===== src/core/pwm_timer_params.svh =====
// constants for the dual slope pwm timer with asynchronous clocking
`ifndef PWM_TIMER_PARAMS_SVH
`define PWM_TIMER_PARAMS_SVH
// register byte offsets
`define OFS_CTRL_A 5'h00
`define OFS_CTRL_B 5'h04
`define OFS_COUNT 5'h08
`define OFS_CMP_A 5'h0c
`define OFS_CMP_B 5'h10
`define OFS_ASYNC 5'h14
`define OFS_FLAGS 5'h18
// holding register indices
`define HOLD_NUM 5
`define IDX_CTRL_A 3'h0
`define IDX_CTRL_B 3'h1
`define IDX_COUNT 3'h2
`define IDX_CMP_A 3'h3
`define IDX_CMP_B 3'h4
`define IDX_NONE 3'h7
// field positions
`define ASYNC_SEL_BIT 5
`define WGM_HI_BIT 3
`define FLAG_WRAP 0
`define FLAG_MA 1
`define FLAG_MB 2
// mode codes and values
`define WGM_DUAL_FF 3'h1
`define WGM_DUAL_A 3'h5
`define ACT_NONINV 2'h2
`define ACT_INV 2'h3
`define CNT_MAX 8'hff
`define CNT_BOTTOM 8'h00
`define CNT_ONE 8'h01
`define EDGE_LAST 2'h1
`define CSEL_STOP 3'h0
`define PRE_W 10
`define RST_BYTE 8'h00
`endif


===== src/core/pwm_timer_pkg.sv =====
// types shared by the dual slope pwm timer
package pwm_timer_pkg;
	// counting direction, one-hot
	typedef enum logic [1:0] {
		DIR_UP = 2'b01,
		DIR_DN = 2'b10
	} dir_t;
	// control register a layout
	typedef struct packed {
		logic [1:0] action_a;
		logic [1:0] action_b;
		logic [1:0] spare;
		logic [1:0] wgm_lo;
	} ctrl_a_t;
	// timer events: bit0 wrap, bit1 match a, bit2 match b
	typedef logic [2:0] evt_t;
endpackage


===== src/core/pwm_timer.sv =====
// dual slope pwm timer with apb registers and asynchronous oscillator clocking
`timescale 1ns/1ps
`include "pwm_timer_params.svh"
module pwm_timer
	import pwm_timer_pkg::*;
(
	// clock and reset
	input wire logic clk_in,
	input wire logic rstn_in,
	// apb slave
	input wire logic psel_in,
	input wire logic penable_in,
	input wire logic pwrite_in,
	input wire logic [31:0] paddr_in,
	input wire logic [31:0] pwdata_in,
	output logic [31:0] prdata_out,
	output logic pready_out,
	output logic pslverr_out,
	// oscillator pin and power states
	input wire logic osc_input_pin_in,
	input wire logic sleep_in,
	input wire logic powerdown_in,
	// outputs
	output logic [1:0] compare_output_out,
	output logic [1:0] compare_oe_out,
	output logic osc_pin_claimed_out,
	output logic wake_out
);

	// decode of a register offset to its holding index
	function automatic logic [2:0] hold_index(input logic [4:0] a);
		unique case (a)
			`OFS_CTRL_A: hold_index = `IDX_CTRL_A;
			`OFS_CTRL_B: hold_index = `IDX_CTRL_B;
			`OFS_COUNT: hold_index = `IDX_COUNT;
			`OFS_CMP_A: hold_index = `IDX_CMP_A;
			`OFS_CMP_B: hold_index = `IDX_CMP_B;
			default: hold_index = `IDX_NONE;
		endcase
	endfunction

	// prescaler mask per clock select code
	function automatic logic [`PRE_W-1:0] pre_mask(input logic [2:0] s);
		unique case (s)
			3'h2: pre_mask = 10'h007;
			3'h3: pre_mask = 10'h01f;
			3'h4: pre_mask = 10'h03f;
			3'h5: pre_mask = 10'h07f;
			3'h6: pre_mask = 10'h0ff;
			3'h7: pre_mask = 10'h3ff;
			default: pre_mask = 10'h000;
		endcase
	endfunction

	ctrl_a_t ctrl_a;
	logic [7:0] ctrl_b;
	logic [7:0] count;
	logic [7:0] count_copy;
	logic [7:0] cmp_a;
	logic [7:0] cmp_b;
	logic async_sel;
	evt_t flags;
	evt_t evt;
	evt_t pipe1;
	evt_t pipe2;
	evt_t set_v;
	dir_t dir;
	logic osc_s1, osc_s2, osc_s3;
	logic osc_edge, src_en, tick;
	logic [`PRE_W-1:0] pre;
	logic [2:0] wgm;
	logic dual;
	logic [7:0] top;
	logic setup, access, wr;
	logic [2:0] widx;
	logic [`HOLD_NUM-1:0] busy;
	logic [`HOLD_NUM-1:0] commit;
	logic [7:0] hold [`HOLD_NUM];
	logic [7:0] cdata [`HOLD_NUM];
	logic [1:0] ecnt [`HOLD_NUM];
	logic [1:0] match;
	logic miss_flag;
	logic wake_pend;
	logic err;
	logic [31:0] next_rdata;

	// oscillator pin synchroniser; s3 only delays s2 for the edge detect
	always_ff @(posedge clk_in or negedge rstn_in) begin
		if (!rstn_in) begin
			osc_s1 <= 1'b0;
			osc_s2 <= 1'b0;
			osc_s3 <= 1'b0;
		end else begin
			osc_s1 <= osc_input_pin_in;
			osc_s2 <= osc_s1;
			osc_s3 <= osc_s2;
		end
	end

	// oscillator is dead in power down, so no edges reach the timer
	assign osc_edge = osc_s2 & ~osc_s3 & ~powerdown_in;
	assign osc_pin_claimed_out = async_sel;
	assign src_en = async_sel ? osc_edge : 1'b1;

	// prescaler; a tick fires when the masked low bits are all ones
	always_ff @(posedge clk_in or negedge rstn_in) begin
		if (!rstn_in) begin
			pre <= '0;
		end else if (src_en && ctrl_b[2:0] != `CSEL_STOP) begin
			pre <= pre + 10'h001;
		end
	end
	assign tick = src_en && (ctrl_b[2:0] != `CSEL_STOP) &&
		((pre & pre_mask(ctrl_b[2:0])) == pre_mask(ctrl_b[2:0]));

	// mode decode
	assign wgm = {ctrl_b[`WGM_HI_BIT], ctrl_a.wgm_lo};
	assign dual = (wgm == `WGM_DUAL_FF) || (wgm == `WGM_DUAL_A);
	assign top = (wgm == `WGM_DUAL_A) ? cmp_a : `CNT_MAX;

	// apb decode; the slave never inserts wait states
	assign setup = psel_in & ~penable_in;
	assign access = psel_in & penable_in;
	assign wr = access & pwrite_in & ~err;
	assign widx = hold_index(paddr_in[4:0]);
	assign pready_out = 1'b1;
	assign pslverr_out = access & err;

	// per register holding latch and busy flag
	genvar gi;
	generate
		for (gi = 0; gi < `HOLD_NUM; gi++) begin : g_hold
			logic hit;
			assign hit = wr && (widx == 3'(gi));
			always_ff @(posedge clk_in or negedge rstn_in) begin
				if (!rstn_in) begin
					hold[gi] <= `RST_BYTE;
					busy[gi] <= 1'b0;
					ecnt[gi] <= 2'h0;
				end else if (hit && async_sel) begin
					hold[gi] <= pwdata_in[7:0];
					busy[gi] <= 1'b1;
					ecnt[gi] <= 2'h0;
				end else if (busy[gi] && osc_edge) begin
					if (ecnt[gi] == `EDGE_LAST) begin
						busy[gi] <= 1'b0;
					end else begin
						ecnt[gi] <= ecnt[gi] + 2'h1;
					end
				end
			end
			// second oscillator edge moves the held byte into place
			assign commit[gi] = (hit && !async_sel) ||
				(busy[gi] && osc_edge && ecnt[gi] == `EDGE_LAST);
			assign cdata[gi] = busy[gi] ? hold[gi] : pwdata_in[7:0];
		end
	endgenerate

	// control and compare destinations
	always_ff @(posedge clk_in or negedge rstn_in) begin
		if (!rstn_in) begin
			ctrl_a <= '0;
			ctrl_b <= `RST_BYTE;
			cmp_a <= `RST_BYTE;
			cmp_b <= `RST_BYTE;
		end else begin
			if (commit[`IDX_CTRL_A]) ctrl_a <= cdata[`IDX_CTRL_A];
			if (commit[`IDX_CTRL_B]) ctrl_b <= cdata[`IDX_CTRL_B];
			if (commit[`IDX_CMP_A]) cmp_a <= cdata[`IDX_CMP_A];
			if (commit[`IDX_CMP_B]) cmp_b <= cdata[`IDX_CMP_B];
		end
	end

	// clock source select; software follows the safe switching order
	always_ff @(posedge clk_in or negedge rstn_in) begin
		if (!rstn_in) begin
			async_sel <= 1'b0;
		end else if (wr && paddr_in[4:0] == `OFS_ASYNC) begin
			async_sel <= pwdata_in[`ASYNC_SEL_BIT];
		end
	end

	// dual slope counter; top and bottom each last one tick
	always_ff @(posedge clk_in or negedge rstn_in) begin
		if (!rstn_in) begin
			count <= `CNT_BOTTOM;
			dir <= DIR_UP;
		end else if (commit[`IDX_COUNT]) begin
			count <= cdata[`IDX_COUNT];
		end else if (tick && dual) begin
			unique case (dir)
				DIR_UP: begin
					if (count >= top) begin
						dir <= DIR_DN;
						count <= count - `CNT_ONE;
					end else begin
						count <= count + `CNT_ONE;
					end
				end
				DIR_DN: begin
					if (count == `CNT_BOTTOM) begin
						dir <= DIR_UP;
						count <= count + `CNT_ONE;
					end else begin
						count <= count - `CNT_ONE;
					end
				end
			endcase
		end
	end

	// a count written above compare a misses the up match this period
	always_ff @(posedge clk_in or negedge rstn_in) begin
		if (!rstn_in) begin
			miss_flag <= 1'b0;
		end else if (commit[`IDX_COUNT]) begin
			miss_flag <= cdata[`IDX_COUNT] > cmp_a;
		end else if (tick && dual && count == `CNT_BOTTOM) begin
			miss_flag <= 1'b0;
		end
	end

	// compare events, blocked while count or compare is in transfer
	assign match[0] = (count == cmp_a) && !busy[`IDX_COUNT] && !busy[`IDX_CMP_A];
	assign match[1] = (count == cmp_b) && !busy[`IDX_COUNT] && !busy[`IDX_CMP_B];
	assign evt[`FLAG_WRAP] = tick && dual && dir == DIR_DN && count == `CNT_ONE;
	assign evt[`FLAG_MA] = tick && dual && match[0];
	assign evt[`FLAG_MB] = tick && dual && match[1];

	// waveform per channel, driven straight from the timer tick
	generate
		for (gi = 0; gi < 2; gi++) begin : g_wave
			logic [7:0] cv;
			logic [1:0] act;
			logic up_lvl;
			logic was_max;
			logic lvl;
			assign cv = gi ? cmp_b : cmp_a;
			assign act = gi ? ctrl_a.action_b : ctrl_a.action_a;
			assign up_lvl = (act == `ACT_INV);
			always_ff @(posedge clk_in or negedge rstn_in) begin
				if (!rstn_in) begin
					lvl <= 1'b0;
					was_max <= 1'b0;
				end else if (tick && dual) begin
					was_max <= (cv >= top);
					if (cv == `CNT_BOTTOM) begin
						lvl <= up_lvl;
					end else if (cv >= top) begin
						lvl <= ~up_lvl;
					end else if (count == `CNT_BOTTOM && (was_max || (gi == 0 && miss_flag))) begin
						lvl <= up_lvl;
					end else if (match[gi]) begin
						lvl <= (dir == DIR_UP) ? up_lvl : ~up_lvl;
					end
				end
			end
			// pin level is not resynchronised to the bus clock
			assign compare_output_out[gi] = lvl & act[1];
			assign compare_oe_out[gi] = act[1];
		end
	endgenerate

	// async flag sync pipe: two stages plus the flag makes three cycles
	always_ff @(posedge clk_in or negedge rstn_in) begin
		if (!rstn_in) begin
			pipe1 <= '0;
			pipe2 <= '0;
		end else begin
			pipe1 <= evt;
			pipe2 <= pipe1;
		end
	end
	assign set_v = async_sel ? pipe2 : evt;

	// flags: write one to clear, a same-cycle set wins
	always_ff @(posedge clk_in or negedge rstn_in) begin
		if (!rstn_in) begin
			flags <= '0;
		end else if (wr && paddr_in[4:0] == `OFS_FLAGS) begin
			flags <= (flags & ~pwdata_in[2:0]) | set_v;
		end else begin
			flags <= flags | set_v;
		end
	end

	// wake request starts on the tick after the event while asleep
	always_ff @(posedge clk_in or negedge rstn_in) begin
		if (!rstn_in) begin
			wake_pend <= 1'b0;
			wake_out <= 1'b0;
		end else if (!sleep_in) begin
			wake_pend <= 1'b0;
			wake_out <= 1'b0;
		end else begin
			if (|evt) wake_pend <= 1'b1;
			if (tick && wake_pend) wake_out <= 1'b1;
		end
	end

	// bus side copy of count, refreshed only on oscillator edges
	always_ff @(posedge clk_in or negedge rstn_in) begin
		if (!rstn_in) begin
			count_copy <= `CNT_BOTTOM;
		end else if (osc_edge && !sleep_in) begin
			count_copy <= count;
		end
	end

	// read mux; a stale copy after wake is the price of a safe crossing
	always_comb begin
		next_rdata = 32'h0000_0000;
		unique case (paddr_in[4:0])
			`OFS_CTRL_A: next_rdata[7:0] = ctrl_a;
			`OFS_CTRL_B: next_rdata[7:0] = ctrl_b;
			`OFS_COUNT: next_rdata[7:0] = async_sel ? count_copy : count;
			`OFS_CMP_A: next_rdata[7:0] = cmp_a;
			`OFS_CMP_B: next_rdata[7:0] = cmp_b;
			`OFS_ASYNC: next_rdata[7:0] = {2'h0, async_sel, busy};
			`OFS_FLAGS: next_rdata[2:0] = flags;
			default: next_rdata = 32'h0000_0000;
		endcase
	end

	// read data and error are captured in the setup cycle
	always_ff @(posedge clk_in or negedge rstn_in) begin
		if (!rstn_in) begin
			prdata_out <= 32'h0000_0000;
			err <= 1'b0;
		end else if (setup) begin
			prdata_out <= next_rdata;
			err <= (paddr_in[31:5] != 27'h0) || (paddr_in[1:0] != 2'h0) ||
				(paddr_in[4:0] > `OFS_FLAGS);
		end
	end
endmodule


===== config.mk =====
export PLATFORM = sky130hd
export DESIGN_NAME = pwm_timer
export DESIGN_NICKNAME = d
export VERILOG_FILES = /design/src/core/pwm_timer_pkg.sv /design/src/core/pwm_timer.sv
export VERILOG_INCLUDE_DIRS = /design/src /design/src/core
export SDC_FILE = /design/constraint.sdc
export NUM_CORES = 1
export LEC_CHECK = 0
export ABC_AREA = 1
export BUFFER_PORTS_ARGS = -buffer_cell sky130_fd_sc_hd__buf_2
export CAP_MARGIN = 20
export CORE_UTILIZATION = 58
export DETAILED_ROUTE_END_ITERATION = 7
export GPL_TIMING_DRIVEN = 1
export PLACE_DENSITY_LB_ADDON = 0.25
export SYNTH_ARGS = -nofsm -noshare
export SYNTH_HDL_FRONTEND = slang
export SYNTH_SLANG_ARGS = --single-unit

===== constraint.sdc =====
create_clock -name clk_in -period 2.6 [get_ports clk_in]
set_input_delay 0.52 -clock clk_in [delete_from_list [all_inputs] [get_ports clk_in]]
set_output_delay 0.52 -clock clk_in [all_outputs]
set_load 0.05 [all_outputs]

==> Word-level counts from Yosys, hierarchy flattened <==
Cells that the tools add are included.
{ "classes": {"magnitude_cmp": 5, "add_sub_neg": 8, "n_mux": 68, "reduce_logical": 93, "eq_ne": 40, "bitwise": 21} }
{ "op_table": {"columns": ["operator", "n"], "rows": [
  ["$mux 8", 11],
  ["$pmux 10 s6", 1],
  ["$logic_and 1x1->1", 43],
  ["$mux 2", 17],
  ["$mux 1", 32],
  ["$pmux 5 s6", 1],
  ["$reduce_bool 27->1", 1],
  ["$reduce_bool 2->1", 13],
  ["$ge 8x8->1", 3],
  ["$logic_not 8->1", 3],
  ["$reduce_and 2->1", 12],
  ["$pmux 3 s7", 1],
  ["$eq 3x3->1 const B", 6],
  ["$eq 8x8->1", 2],
  ["$pmux 8 s2", 1],
  ["$eq 5x5->1 const B", 3],
  ["$pmux 3 s5", 1],
  ["$ne 2x2->1 const B", 7],
  ["$eq 2x1->1 const B", 6],
  ["$eq 3x2->1 const B", 4],
  ["$add 10x1->10 const B", 1],
  ["$add 2x1->2 const B", 5],
  ["$and 10x10->10", 1],
  ["$eq 10x10->1", 1],
  ["25 further kinds", 59]
]} }
{ "word_totals": {"word_cells": 277, "in_bits": 72, "register_bits": 144, "output_inout_bits": 40} }

==> Logic depth before layout (Yosys ltp) <==
{ "logic_depth": {"word_depth": 12, "depth_mapped": 18, "depth_no_buf": 18} }

==> Worst setup path before layout <==
OpenSTA, ideal clock, no wires.
{ "synth_path": {"path_kind": "flip-flop to flip-flop", "startpoint": "reg ctrl_a[1] (netlist bit)", "endpoint": "reg count[2]", "required_ps": 2484, "slack_ps": 532, "synth_period_minus_slack_ps": 2068, "path_stages_with_launch": 18, "path_buffers": 0, "arrival_time_ps": 1952, "cell_sequence": "dfrtp_1 inv_1 nand2_1 nor2_1 inv_1 nor2_1 ha_1 nand2_1 inv_1 nor2_1 o21a_1 nand2_1 nand2_1 nand2_2 inv_1 nand2_1 nand3_1 nand2_1"} }
{ "synth_between": {"elab_chain_len": 7, "elab_cells_between_ends": 11} }
{ "synth_lines": {"columns": ["element", "line", "rtl"], "rows": [
  ["start: declaration", "pwm_timer.sv:55", "ctrl_a_t ctrl_a;"],
  ["start signal: assignment", "pwm_timer.sv:167", "if (commit[`IDX_CTRL_A]) ctrl_a <= cdata[`IDX_CTRL_A];"],
  ["$eq 3x3->1 (no line)", null, null],
  ["$mux 8 (no line)", null, null],
  ["$ge 8x8->1", "pwm_timer.sv:193", "if (count >= top) begin"],
  ["$mux 8", "pwm_timer.sv:193", null],
  ["$pmux 8 s2", "pwm_timer.sv:191", "unique case (dir)"],
  ["$mux 8", "pwm_timer.sv:190", "end else if (tick && dual) begin"],
  ["$mux 8", "pwm_timer.sv:188", "end else if (commit[`IDX_COUNT]) begin"],
  ["end signal: assignment", "pwm_timer.sv:189", "count <= cdata[`IDX_COUNT];"],
  ["end signal: assignment", "pwm_timer.sv:195", "count <= count - `CNT_ONE;"],
  ["end signal: assignment", "pwm_timer.sv:197", "count <= count + `CNT_ONE;"],
  ["end: declaration", "pwm_timer.sv:57", "logic [7:0] count;"]
]} }
Parallel ways exist; a longest one is shown, timed or not. The select of a mux whose other input is x is not followed.
A chain may end at the register's enable or synchronous reset.

==> Worst setup path after layout <==
Same ends and word-level chain as after synthesis.

==> impl_metrics.json <==
{
  "fill_cells": 1170,
  "die_w_um": 122,
  "antenna_found_initial": 0,
  "path_cells": "inv_1 > nand2_1 > nor2_2 > inv_2 > nor2_1 > ha_1 > a21oi_1 > nand2_1 > nand2_1 > nand2_1 > nand2_2 > nand2_2 > inv_1 > nand2_1 > nand3_1 > nand2_1",
  "hold_viol": 0,
  "placed_area_um2": 8740,
  "grt_pass1_wl_um": 35100,
  "worst_pin_slew_ns": 0.780,
  "grt_pass1_vias": 6741,
  "outcome": "finished, final reports clean",
  "fin_area_um2": 9370,
  "maxCapViolations": 0,
  "ir_worst_vdd_uv": 504,
  "cts_root_buf": "clkbuf_16",
  "netlist-cell-type-count": 46,
  "route.antenna.remaining_nets": 0,
  "synth_edf_count": 0,
  "finClkSkew_ns": 0.0120,
  "synth_flop_cell": "dfrtp_1",
  "vias_per_cell": 5.63,
  "endpoint_kind": "register",
  "cts_buffer_depth": 2,
  "synth-seq-cells": 144,
  "rr_startpoint": "ctrl_a[1]$_DFFE_PN0P_",
  "r2r_setup_slack_ns": 0.24,
  "tritoncts": "yes",
  "finalSetupTns_ns": 0,
  "vias": 7337,
  "core_um2": 13900,
  "leakage_uw": 0.00473,
  "period_needed_ns": 2.36,
  "cts.htree.levels": 4,
  "hp-class": "input port to async pin",
  "area_growth_pct": 12.3,
  "cpLargestDelayFamily": "simple AND/OR/NAND/NOR gates",
  "multi_input_area_um2": 4020,
  "detail_route.wirelength_um": 21700,
  "crit_buf_inv": 3,
  "layout-drive-gt1-share": 0.138,
  "dieArea_um2": 14900,
  "rows": 43,
  "finalSetupViolCount": 0,
  "crit_top_cell": "nand2_1",
  "gr-total-overflow": 0,
  "power_density_nw_per_um2": 799,
  "rsz0062_at_grt": "no",
  "setup.worst_path.start_class": "register",
  "crit_fanout": 9,
  "layout_common_cells": "nand2_1, dfrtp_1, o21ai_0",
  "slowest_delay_ns": 0.36,
  "clk_latency_ns": 0.44,
  "syn_area_um2": 8340,
  "cts_inserted_buffers": 17,
  "drt_iter0_markers": 787,
  "dieHeight_um": 122,
  "r2r_end": "count[2]$_DFFE_PN0P_",
  "relSlewSlack": 0.467,
  "gp_congestion": 0.976,
  "drc": 0,
  "clock.fmax_mhz": 424,
  "worstPathRequired_ns": 2.92,
  "cp_slowest_cell": "dfrtp_1",
  "fin_crit_sh": 0.908,
  "syn_inst": 1047,
  "drt-pass1-iter-count": 7,
  "ys_async_sr_fraction": 1.00,
  "port_buffers": 62,
  "ys_warn_count": 0,
  "crit_type": "register to register",
  "r2r_cells": 16,
  "cts_setup_buffers": 0,
  "cts.sinks": 144,
  "wl_per_cell_um": 16.6,
  "crit_arrival_ns": 2.68,
  "io_pins": 112,
  "slew_violations": 0,
  "diodes": 0,
  "initial_core_util": 0.598,
  "seqCellArea_um2": 3600,
  "clk_pin_slew_ns": 0.07,
  "layout_commonest_cell": "nand2_1",
  "groute.usage.overall": 0.318,
  "nets": 1216,
  "avgSynthCellArea_um2": 7.96,
  "grt_max_degree": 62,
  "ys_seq_area_frac": 0.432,
  "post-dp-hpwl_um": 15900
}
[cell families after synthesis]
family	Yosys count	synth area share
AND/OR/NAND/NOR	451	0.241
XOR/XNOR	31	0.0326
flip-flops	144	0.432
multiplexers	1	0.00135
adder cells (fa/ha/maj)	34	0.0510
AO/OA/AOI/OAI	216	0.145
other	2	0.000901
buffers and inverters	168	0.0965
[through the flow]
stage	util	std cells	hold slack, ns	worst slack [ns]	power [µW]
3_3_place_gp	0.627	1271	0.332	0.183	4810
2_1_floorplan	-	1070	0.224	0.532	4280
3_5_place_dp	0.627	1271	0.336	0.131	4850
6_report	0.672	1303	0.0609	0.239	7480
4_1_cts	0.672	1303	0.0760	0.108	7470
5_1_grt	0.672	1303	0.101	0.000714	7890
[report_power, final]
part,total (µW),switching [µW],internal [µW],leakage (µW)
Combinational,2000,1340,660,0.00259
Clock,2590,1030,1560,0.000299
Sequential,2890,362,2530,0.00184
[repair_timing]
item,CTS,global route
hold buffers,0,0
endpoints found under the setup margin,0,7
gates resized for setup,0,3
[layout make-up]
type                    instances  area share
flip-flops and latches        144       0.385
multi-input cells             758       0.429
well taps                     180      0.0240
repair buffers                 83      0.0533
clock inverters                13      0.0188
inverters                     106      0.0425
clock buffers                  19      0.0473
[metal layers]
| metal | global-route usage | up-vias | wire length (µm) |
|---|---|---|---|
| li1 | - | 3539 | - |
| met1 | 0.435 | 3399 | 9500 |
| met2 | 0.469 | 333 | 9720 |
| met3 | 0.0740 | 66 | 1590 |
| met4 | 0.167 | 0 | 872 |
| met5 | 0 | - | 0 |
[Yosys cell counts (3+ instances only)]
master      n  area share
buf_4      29       0.026
inv_1      94       0.042
nor2_1     69       0.031
nand3b_1    5      0.0045
nor3_1      9      0.0054
buf_6       7      0.0095
clkbuf_1   16      0.0072
nor2_4      5      0.0068
buf_2       9      0.0054
o211ai_1   26       0.023
nor4_1      8      0.0060
a21oi_1    36       0.022
xnor2_1     9      0.0095
o21ai_1    11      0.0066
o21ai_0   115       0.069
or2_2       3      0.0023
clkinv_1    4      0.0018
nand3_1    48       0.029
nand2_1   268        0.12
a31oi_1     5      0.0038
ha_1       34       0.051
inv_2       8      0.0036
o22ai_1     9      0.0068
o21a_1      4      0.0036
xor2_1     22       0.023
nand4_1    16       0.012
dfrtp_1   143        0.43
nand2_2     7      0.0053
[worst reg2reg max path, delay by kind of cell (launching register included)]
family	cells	cell delay (ns)
AOI/OAI and AO/OA	1	0.15
buffers and inverters	3	0.31
DFF	1	0.36
and+or+nand+nor	11	1.13
adders and majority gates	1	0.29
[sequential cells by signal, indices dropped and copies added (netlist names), 2 cells and up]
signal          flops
busy                5
cmp_a               8
cmp_b               8
count               8
count_copy          8
ctrl_a              4
ctrl_b              8
dir                 2
ecnt               10
flags               3
g_wave.act          4
g_wave.lvl          2
g_wave.was_max      2
hold               40
pipe1               3
pipe2               3
prdata_out          8
pre                10
[how the worst max path moves through the flow]
| stage | from | to | slack [ns] | cells after the start |
|---|---|---|---|---|
| final | ctrl_a[1]$_DFFE_PN0P_ | count[2]$_DFFE_PN0P_ | 0.24 | 16 |
| after global routing | ctrl_a[1]$_DFFE_PN0P_ | count[2]$_DFFE_PN0P_ | 0.0007 | 17 |
| after CTS | ctrl_a[1]$_DFFE_PN0P_ | count[2]$_DFFE_PN0P_ | 0.11 | 18 |
| after detailed placement | ctrl_a[1]$_DFFE_PN0P_ | count[4]$_DFFE_PN0P_ | 0.13 | 18 |
| after global placement | ctrl_a[1]$_DFFE_PN0P_ | count[1]$_DFFE_PN0P_ | 0.18 | 18 |
| after floorplan | ctrl_a[1]$_DFFE_PN0P_ | count[2]$_DFFE_PN0P_ | 0.53 | 17 |
(Power assumes the default switching activity.)
